===== src/logic/doze_idle_watchdog_pkg.sv =====
// constants, register map and carrier types for the doze/idle/watchdog block
// assumes a 40 MHz system clock and a 32-bit Avalon-MM register bus
package doze_idle_watchdog_pkg;

  // ==========================================================================
  // timing
  localparam int unsigned CLK_HZ = 40000000;
  localparam int unsigned LFO_HZ = 31000;
  localparam int unsigned LFO_DIV = CLK_HZ / LFO_HZ;
  localparam logic [10:0] LFO_LAST = 11'(LFO_DIV - 1);

  // ==========================================================================
  // register byte addresses
  localparam logic [4:0] ADDR_DOZE_IDLE = 5'h00;
  localparam logic [4:0] ADDR_WATCHDOG = 5'h04;
  localparam logic [4:0] ADDR_WDT_MODE = 5'h08;
  localparam logic [4:0] ADDR_IRQ_STATUS = 5'h0c;
  localparam logic [4:0] ADDR_IRQ_MASK = 5'h10;
  localparam logic [4:0] ADDR_POWER_STATE = 5'h14;

  // ==========================================================================
  // doze_idle_control fields
  localparam int unsigned IDLE_SELECT_BIT = 7;
  localparam int unsigned SLOW_CPU_ENABLE_BIT = 6;
  localparam int unsigned RECOVER_ON_INT_BIT = 5;
  localparam int unsigned SLOW_ON_EXIT_BIT = 4;
  localparam logic [7:0] DOZE_IDLE_WMASK = 8'hf7;
  localparam logic [7:0] DOZE_IDLE_RESET = 8'h00;

  // watchdog_control fields: period select in bits 5:1, sw enable in bit 0
  localparam int unsigned SW_WDT_ENABLE_BIT = 0;
  localparam logic [7:0] WATCHDOG_WMASK = 8'h3f;
  localparam logic [7:0] WATCHDOG_RESET = 8'h16;
  localparam logic [4:0] PERIOD_SEL_MAX = 5'h12;
  localparam logic [4:0] PRESCALE_MIN_SHIFT = 5'h05;

  localparam logic [1:0] WDT_MODE_RESET = 2'h3;
  localparam logic [1:0] WDT_MODE_OFF = 2'h0;
  localparam logic [1:0] WDT_MODE_SW = 2'h1;
  localparam logic [1:0] WDT_MODE_AWAKE = 2'h2;
  localparam logic [1:0] WDT_MODE_ON = 2'h3;

  // interrupt status / mask bits
  localparam int unsigned IRQ_WDT_RESET = 0;
  localparam int unsigned IRQ_WDT_WAKE = 1;
  localparam int unsigned IRQ_SLEEP_ENTER = 2;
  localparam int unsigned IRQ_IDLE_ENTER = 3;
  localparam int unsigned IRQ_INT_WAKE = 4;
  localparam int unsigned IRQ_BITS = 5;

  typedef enum logic [1:0] {
    PWR_AWAKE,
    PWR_IDLE,
    PWR_SLEEP
  } power_state_t;

  // events from the cpu core, one-cycle pulses except the two levels
  typedef struct packed {
    logic sleep_instr;
    logic watchdog_clear_instr;
    logic isr_entry;
    logic return_from_isr;
    logic interrupt_pending;
    logic in_circuit_debugger;
  } cpu_events_t;

  typedef struct packed {
    logic cpu_clock_en;
    logic periph_clock_en;
    logic cpu_cycle_en;
  } clock_ctl_t;

endpackage


===== src/logic/doze_idle_watchdog_control.sv =====
// cpu power-down control (idle, sleep, doze) and watchdog timer
// assumes cpu event inputs synchronous to clk_sys_i; one Avalon-MM slave
//
// Function
// idle select: sleep stops only cpu clock
// idle clear: sleep stops cpu and system
// slow enable: one cpu cycle per ratio
// recover-on-interrupt clears slow enable on isr
// slow-on-exit sets slow enable on return
// ratio codes 000..111 give 1:2..1:256
// debugger forces full speed, bit kept
// watchdog resets unless cleared in time
// time-out selectable 1 ms to 256 s
// watchdog counts 31 kHz oscillator ticks
// mode 11: always active, even sleeping
// mode 10: active awake, off in sleep
// mode 01: follows software enable bit
// mode 00: disabled, enable bit ignored
// any interrupt ends idle, select kept
// time-out while down wakes, no recover
// disabled or cleared watchdog restarts zero
`timescale 1ns/100ps

module doze_idle_watchdog_control (
  input wire logic clk_sys_i,
  input wire logic reset_n_i,
  // avalon-mm slave
  input wire logic [4:0] avs_address_i,
  input wire logic avs_read_i,
  input wire logic avs_write_i,
  input wire logic [31:0] avs_writedata_i,
  input wire logic [3:0] avs_byteenable_i,
  output logic [31:0] avs_readdata_o,
  output logic avs_waitrequest_o,
  // core side
  input wire doze_idle_watchdog_pkg::cpu_events_t cpu_events_i,
  output doze_idle_watchdog_pkg::clock_ctl_t clock_ctl_o,
  output logic watchdog_reset_o,
  output logic wake_o,
  output logic irq_o
);

  // ==========================================================================
  // registers and state
  logic [7:0] doze_idle_control;
  logic [7:0] watchdog_control;
  logic [1:0] watchdog_mode_cfg;
  logic [4:0] irq_status;
  logic [4:0] irq_mask;
  doze_idle_watchdog_pkg::power_state_t power_state;
  logic ack;
  logic [10:0] lfo_div;
  logic lfo_tick;
  logic [22:0] wdt_count;
  logic [7:0] doze_count;

  logic bus_req;
  logic wr_en;
  logic rd_en;
  logic [7:0] wr_byte;
  logic sleep_accept;
  logic int_wake;
  logic wdt_active;
  logic wdt_expire;
  logic wdt_timeout;
  logic wdt_wake;
  logic wdt_clear;
  logic down;
  logic [4:0] period_sel;
  logic [4:0] prescale_shift;
  logic [22:0] wdt_terminal;
  logic [7:0] doze_last;
  logic [4:0] irq_events;
  logic [31:0] next_readdata;

  // ==========================================================================
  // bus slave: one wait state on every access
  assign bus_req = avs_read_i | avs_write_i;
  assign avs_waitrequest_o = bus_req & ~ack;
  // the access completes on the edge where waitrequest is low
  assign wr_en = avs_write_i & ack & avs_byteenable_i[0];
  assign rd_en = avs_read_i & ~ack;
  assign wr_byte = avs_writedata_i[7:0];

  always_ff @(posedge clk_sys_i or negedge reset_n_i) begin
    if (!reset_n_i) begin
      ack <= 1'b0;
    end else begin
      ack <= bus_req & ~ack;
    end
  end

  always_comb begin
    next_readdata = 32'h0000_0000;
    case (avs_address_i)
      doze_idle_watchdog_pkg::ADDR_DOZE_IDLE: begin
        next_readdata[7:0] = doze_idle_control;
      end
      doze_idle_watchdog_pkg::ADDR_WATCHDOG: begin
        next_readdata[7:0] = watchdog_control;
      end
      doze_idle_watchdog_pkg::ADDR_WDT_MODE: begin
        next_readdata[1:0] = watchdog_mode_cfg;
      end
      doze_idle_watchdog_pkg::ADDR_IRQ_STATUS: begin
        next_readdata[4:0] = irq_status;
      end
      doze_idle_watchdog_pkg::ADDR_IRQ_MASK: begin
        next_readdata[4:0] = irq_mask;
      end
      doze_idle_watchdog_pkg::ADDR_POWER_STATE: begin
        next_readdata[1:0] = power_state;
      end
      default: begin
        next_readdata = 32'h0000_0000;
      end
    endcase
  end

  // data is captured in the wait cycle so it stands on the completing edge
  always_ff @(posedge clk_sys_i or negedge reset_n_i) begin
    if (!reset_n_i) begin
      avs_readdata_o <= 32'h0000_0000;
    end else if (rd_en) begin
      avs_readdata_o <= next_readdata;
    end
  end

  // ==========================================================================
  // doze/idle control register
  // hardware set wins over a software clear in the same cycle
  always_ff @(posedge clk_sys_i or negedge reset_n_i) begin
    if (!reset_n_i) begin
      doze_idle_control <= doze_idle_watchdog_pkg::DOZE_IDLE_RESET;
    end else begin
      if (wr_en && avs_address_i == doze_idle_watchdog_pkg::ADDR_DOZE_IDLE) begin
        doze_idle_control <= wr_byte & doze_idle_watchdog_pkg::DOZE_IDLE_WMASK;
      end
      if (cpu_events_i.isr_entry &&
          doze_idle_control[doze_idle_watchdog_pkg::RECOVER_ON_INT_BIT]) begin
        doze_idle_control[doze_idle_watchdog_pkg::SLOW_CPU_ENABLE_BIT] <=
          1'b0;
      end
      if (cpu_events_i.return_from_isr &&
          doze_idle_control[doze_idle_watchdog_pkg::SLOW_ON_EXIT_BIT]) begin
        doze_idle_control[doze_idle_watchdog_pkg::SLOW_CPU_ENABLE_BIT] <=
          1'b1;
      end
    end
  end

  // ==========================================================================
  // watchdog control and mode configuration
  always_ff @(posedge clk_sys_i or negedge reset_n_i) begin
    if (!reset_n_i) begin
      watchdog_control <= doze_idle_watchdog_pkg::WATCHDOG_RESET;
    end else if (wr_en &&
                 avs_address_i == doze_idle_watchdog_pkg::ADDR_WATCHDOG) begin
      watchdog_control <= wr_byte & doze_idle_watchdog_pkg::WATCHDOG_WMASK;
    end
  end

  // mode stands in for the fuse word, so software may load it
  always_ff @(posedge clk_sys_i or negedge reset_n_i) begin
    if (!reset_n_i) begin
      watchdog_mode_cfg <= doze_idle_watchdog_pkg::WDT_MODE_RESET;
    end else if (wr_en &&
                 avs_address_i == doze_idle_watchdog_pkg::ADDR_WDT_MODE) begin
      watchdog_mode_cfg <= wr_byte[1:0];
    end
  end

  // ==========================================================================
  // power state
  // a pending interrupt turns sleep into a no-op
  assign sleep_accept = cpu_events_i.sleep_instr &
                        ~cpu_events_i.interrupt_pending &
                        power_state == doze_idle_watchdog_pkg::PWR_AWAKE;
  assign down = power_state != doze_idle_watchdog_pkg::PWR_AWAKE;
  // wakes regardless of global interrupt enable
  assign int_wake = down & cpu_events_i.interrupt_pending;
  assign wdt_wake = down & wdt_expire & ~int_wake;

  always_ff @(posedge clk_sys_i or negedge reset_n_i) begin
    if (!reset_n_i) begin
      power_state <= doze_idle_watchdog_pkg::PWR_AWAKE;
    end else begin
      case (power_state)
        doze_idle_watchdog_pkg::PWR_AWAKE: begin
          if (sleep_accept) begin
            if (doze_idle_control[doze_idle_watchdog_pkg::IDLE_SELECT_BIT]) begin
              power_state <= doze_idle_watchdog_pkg::PWR_IDLE;
            end else begin
              power_state <= doze_idle_watchdog_pkg::PWR_SLEEP;
            end
          end
        end
        doze_idle_watchdog_pkg::PWR_IDLE,
        doze_idle_watchdog_pkg::PWR_SLEEP: begin
          if (int_wake || wdt_wake) begin
            power_state <= doze_idle_watchdog_pkg::PWR_AWAKE;
          end
        end
        default: begin
          power_state <= doze_idle_watchdog_pkg::PWR_AWAKE;
        end
      endcase
    end
  end

  // ==========================================================================
  // doze: cpu cycle enable every 2^(code+1) peripheral cycles
  assign doze_last = 8'((9'h002 << doze_idle_control[2:0]) - 9'h001);

  always_ff @(posedge clk_sys_i or negedge reset_n_i) begin
    if (!reset_n_i) begin
      doze_count <= 8'h00;
    end else if (doze_count >= doze_last) begin
      doze_count <= 8'h00;
    end else begin
      doze_count <= doze_count + 8'h01;
    end
  end

  always_comb begin
    clock_ctl_o.periph_clock_en =
      power_state != doze_idle_watchdog_pkg::PWR_SLEEP;
    clock_ctl_o.cpu_clock_en =
      power_state == doze_idle_watchdog_pkg::PWR_AWAKE;
    // debugger overrides speed but the stored enable is left alone
    if (cpu_events_i.in_circuit_debugger ||
        !doze_idle_control[doze_idle_watchdog_pkg::SLOW_CPU_ENABLE_BIT]) begin
      clock_ctl_o.cpu_cycle_en = clock_ctl_o.cpu_clock_en;
    end else begin
      clock_ctl_o.cpu_cycle_en =
        clock_ctl_o.cpu_clock_en & (doze_count == doze_last);
    end
  end

  // ==========================================================================
  // low-frequency oscillator tick, derived by division from the system clock
  always_ff @(posedge clk_sys_i or negedge reset_n_i) begin
    if (!reset_n_i) begin
      lfo_div <= 11'h000;
    end else if (lfo_div == doze_idle_watchdog_pkg::LFO_LAST) begin
      lfo_div <= 11'h000;
    end else begin
      lfo_div <= lfo_div + 11'h001;
    end
  end
  assign lfo_tick = lfo_div == doze_idle_watchdog_pkg::LFO_LAST;

  // ==========================================================================
  // watchdog
  always_comb begin
    case (watchdog_mode_cfg)
      doze_idle_watchdog_pkg::WDT_MODE_ON: begin
        wdt_active = 1'b1;
      end
      doze_idle_watchdog_pkg::WDT_MODE_AWAKE: begin
        wdt_active = power_state != doze_idle_watchdog_pkg::PWR_SLEEP;
      end
      doze_idle_watchdog_pkg::WDT_MODE_SW: begin
        wdt_active =
          watchdog_control[doze_idle_watchdog_pkg::SW_WDT_ENABLE_BIT];
      end
      default: begin
        wdt_active = 1'b0;
      end
    endcase
  end

  // reserved period codes fall back to the shortest interval
  assign period_sel = watchdog_control[5:1];
  assign prescale_shift =
    (period_sel > doze_idle_watchdog_pkg::PERIOD_SEL_MAX) ?
    doze_idle_watchdog_pkg::PRESCALE_MIN_SHIFT :
    period_sel + doze_idle_watchdog_pkg::PRESCALE_MIN_SHIFT;
  assign wdt_terminal = 23'((24'h00_0001 << prescale_shift) - 24'h00_0001);

  assign wdt_expire = wdt_active & lfo_tick & (wdt_count == wdt_terminal);
  // while down the time-out wakes the device instead of resetting it
  assign wdt_timeout = wdt_expire & ~down;
  // entering and leaving a low-power state also restart the count
  assign wdt_clear = cpu_events_i.watchdog_clear_instr | sleep_accept |
                     int_wake | wdt_wake | wdt_timeout;

  always_ff @(posedge clk_sys_i or negedge reset_n_i) begin
    if (!reset_n_i) begin
      wdt_count <= 23'h00_0000;
    end else if (!wdt_active || wdt_clear) begin
      wdt_count <= 23'h00_0000;
    end else if (lfo_tick) begin
      wdt_count <= wdt_count + 23'h00_0001;
    end
  end

  always_ff @(posedge clk_sys_i or negedge reset_n_i) begin
    if (!reset_n_i) begin
      watchdog_reset_o <= 1'b0;
      wake_o <= 1'b0;
    end else begin
      watchdog_reset_o <= wdt_timeout;
      wake_o <= int_wake | wdt_wake;
    end
  end

  // ==========================================================================
  // interrupt status (write one to clear, a new event wins) and mask
  assign irq_events = {int_wake,
                       sleep_accept & doze_idle_control[
                         doze_idle_watchdog_pkg::IDLE_SELECT_BIT],
                       sleep_accept & ~doze_idle_control[
                         doze_idle_watchdog_pkg::IDLE_SELECT_BIT],
                       wdt_wake,
                       wdt_timeout};

  always_ff @(posedge clk_sys_i or negedge reset_n_i) begin
    if (!reset_n_i) begin
      irq_status <= 5'h00;
    end else if (wr_en &&
                 avs_address_i == doze_idle_watchdog_pkg::ADDR_IRQ_STATUS) begin
      irq_status <= (irq_status & ~wr_byte[4:0]) | irq_events;
    end else begin
      irq_status <= irq_status | irq_events;
    end
  end

  always_ff @(posedge clk_sys_i or negedge reset_n_i) begin
    if (!reset_n_i) begin
      irq_mask <= 5'h00;
    end else if (wr_en &&
                 avs_address_i == doze_idle_watchdog_pkg::ADDR_IRQ_MASK) begin
      irq_mask <= wr_byte[4:0];
    end
  end

  assign irq_o = |(irq_status & irq_mask);

endmodule // doze_idle_watchdog_control


===== config.mk =====
export PLATFORM = sky130hd
export DESIGN_NAME = doze_idle_watchdog_control
export DESIGN_NICKNAME = d
export VERILOG_FILES = /design/src/logic/doze_idle_watchdog_pkg.sv /design/src/logic/doze_idle_watchdog_control.sv
export SDC_FILE = /design/constraint.sdc
export NUM_CORES = 1
export LEC_CHECK = 0
export ABC_AREA = 1
export BUFFER_PORTS_ARGS = -buffer_cell sky130_fd_sc_hd__buf_2
export CORE_MARGIN = 2
export CORE_UTILIZATION = 58
export CTS_CLUSTER_DIAMETER = 50
export DETAILED_ROUTE_END_ITERATION = 6
export GPL_TIMING_DRIVEN = 0
export PLACE_DENSITY = 0.77
export SYNTH_ARGS = -nofsm -noshare
export SYNTH_HDL_FRONTEND = slang
export SYNTH_SLANG_ARGS = --single-unit

===== constraint.sdc =====
create_clock -name clk_sys_i -period 4.5 [get_ports clk_sys_i]
set_input_delay 0 -clock clk_sys_i [delete_from_list [all_inputs] [get_ports clk_sys_i]]
set_output_delay 0 -clock clk_sys_i [all_outputs]
set_load 0.05 [all_outputs]

==> flow_summary.toml <==
[status]
outcome = "finished, final reports clean"

[route]
routed_wl_um = 14800
antenna_left = 0
vias = 5616
viasPerCell = 5.31
drcViolationCount = 0
wl_per_cell_um = 14.0
drtIter0Drc = 358
dr.pass1.iters = 5

[final_layout]
fin_nets = 988
final_area_um2 = 6660
fill_cells = 884
diodes = 0
area_growth_pct = 14.2
drive_above_1_share_pct = 14.5
fin_util_pct = 68.1
instances_no_fill = 1058

[die]
num_rows = 36
coreArea_um2 = 9770
die_w_um = 104
initial_utilization_pct = 59.6
fp.dieH_um = 104
io_pins = 90
die-area_um2 = 10900

[sta]
post-route-period-util_pct = 85.3
setup_tns_ns = 0
drv_slew = 0
setup_violations = 0
worstMarginPinSlew_ns = 0.601
rsz0062_at_grt = "no"
skew_ns = 0.0248
finalCriticalPeriod_ns = 3.84
max_freq_mhz = 261
relSlewSlack_pct = 59.7
setup_ws_ns = 0.662
final_hold_viol_count = 0

[synth]
synth_most_common_cell = "nand2_1"
synth_top_cells_by_count = "nand2_1, inv_1, nor2_1, dfrtp_1, nand3_1"
yosysSeqAreaShare_pct = 34.5
synthFlopType = "dfrtp_1"
yosys_register_bits = 80
synth-simple-area-share_pct = 35.6
syn-cell-area_um2 = 5830
synthCells = 832
syn_area_per_cell_um2 = 7.00
synth_top_family_by_area = "simple AND/OR/NAND/NOR gates"
synth_edf_count = 0
synth_xor_area_share_pct = 5.26
synth_top_cell_by_area = "dfrtp_1"
netlist.area_leader.share_pct = 32.2
muxShareOfSynthArea_pct = 0
synth_area_leaders = "dfrtp_1, nand2_1, inv_1, nor2_1, nand3_1"
postSynth.asyncResetShare_pct = 100
ys_warn_count = 0
synth-compound-area-share_pct = 8.54
ys_types = 47
synthAdderAreaFrac_pct = 3.65

[cts]
root_buffer = "clkbuf_8"
post_cts_buffers = 0
cts.path.max_buffers = 2
cts_inserted_buffers = 9
cts_max_level = 3
clkTransAtPathRegs_ns = 0.10
tritoncts = "built"
insertion_delay_ns = 0.37
cts_sinks = 80

[place]
pre_cts_ws_ns = 0.692
dp_cells = 1027
port_buffers = 38
placed_cell_area_um2 = 6300
place_congestion = 0.944
dp.final_hpwl_um = 11600

[worst_setup_path]
r2r-start = "watchdog_control[1]$_DFFE_PN1P_"
worstPathArrival_ns = 4.08
critPathLaunch = "watchdog_control[1]$_DFFE_PN1P_"
cp-end-kind = "register"
start_kind = "register"
critPathRequiredTime_ns = 4.74
worstSetupPathType = "reg2reg"
path_max_fanout = 10
r2r_cells = 27

[global_routing]
grt_pass1_wl_um = 25700
overflow = 0
grt_max_degree = 61
grt_pass1_vias = 5506
antenna_found_initial = 0
grt_usage_pct = 29.1

[power]
ir_drop_v = 0.000245
power.density_nw_per_um2 = 333
p_leak_nw = 3.25

[hold_path]
min_path_type = "in2reg"
hp-start = "cpu_events_i[4]"
hold_depth = 4

[flow_run]
maxCapViolations = 0
-- state kept, by name (all words and copies together), names as in the netlist, 5 cells and up --
signal	count
doze_idle_control	7
irq_status	5
watchdog_control	6
doze_count	8
avs_readdata_o	8
wdt_count	23
irq_mask	5
lfo_div	11
-- cell usage in the layout (no fill, tap or decap), types with 8 or more instances in the layout --
master	netlist	layout
nand4_1	15	15
nor2_1	106	106
xor2_1	27	27
inv_1	120	120
conb_1	1	24
buf_4	24	25
nand3_1	55	55
nor2_2	11	11
xnor2_1	8	8
buf_2	1	38
nand2_1	203	203
a21oi_1	17	17
dlygate4sd3_1	0	15
dfrtp_1	75	75
clkbuf_8	0	10
o21ai_0	43	43
nor3_1	20	20
ha_1	17	17
-- per-layer routing --
layer	global-route usage [%]	routed length (um)	vias to the layer above
li1	-	-	2791
met1	40.0	6770	2617
met2	47.3	6840	180
met3	4.14	880	28
met4	9.65	285	0
met5	0	0	-
-- where the power goes --
part	switching (mW)	internal, mW	total, mW
Clock	0.284	0.276	0.560
Sequential	0.0580	0.788	0.846
Combinational	0.551	0.257	0.808
-- stage by stage --
stage	hold slack (ns)	total power [mW]
after CTS	0.00822	2.22
after global placement	0.210	1.62
after detailed placement	-0.0911	1.64
final	0.0168	2.21
after floorplan	-0.296	1.46
after global routing	0.0306	2.36
-- repair_timing --
item / in CTS / in global routing
gates resized for setup: 0 / 0
hold endpoints to repair: 102 / 0
hold buffers: 15 / 0
-- cells by family after synthesis --
family / Yosys count
AND/OR/NAND/NOR: 454
buffers and inverters: 159
AO/OA/AOI/OAI: 86
flip-flops: 80
XOR/XNOR: 35
adder cells (fa/ha/maj): 17
other: 1
-- layout make-up --
class	instances	area [um^2]	share of cell area, %
clock buffers	11	141	2.12
multi-input cells	616	3180	47.8
well taps	133	166	2.50
repair buffers	54	370	5.56
flip-flops and latches	80	2010	30.2
plain buffers	33	253	3.80
clock inverters	5	63.8	0.959
inverters	126	473	7.11
-- critical path: stages (launching register included) --
cell     delay, ns
dfstp_2       0.57
inv_1         0.09
ha_1          0.20
inv_1         0.05
nand2_1       0.04
nand2_1       0.09
nand2_4       0.10
nand3_4       0.13
nand2_2       0.12
buf_6         0.17
nor2_1        0.18
inv_1         0.09
ha_1          0.31
xnor2_1       0.12
or2_2         0.30
nor2_1        0.10
nand2_1       0.06
inv_1         0.05
nand2_1       0.04
inv_1         0.05
nand2_1       0.04
nor2_1        0.08
nand3_1       0.08
nor2_2        0.16
nand2_2       0.10
nand3_4       0.13
buf_6         0.18
nor2_1        0.05
-- worst paths after layout --
kind                                               endpoint  slack (ns)
setup / recovery                   wdt_count[4]$_DFFE_PN0P_        0.66
hold / removal                     wdt_count[8]$_DFFE_PN0P_        0.02
setup reg to reg                   wdt_count[4]$_DFFE_PN0P_        0.66
hold reg to reg                               ack$_DFF_PN0_        0.47
max in group asynchronous  watchdog_mode_cfg[1]$_DFFE_PN1P_        3.84
min in group asynchronous        watchdog_reset_o$_DFF_PN0_        0.05
Power figures use the tool's default switching activity.
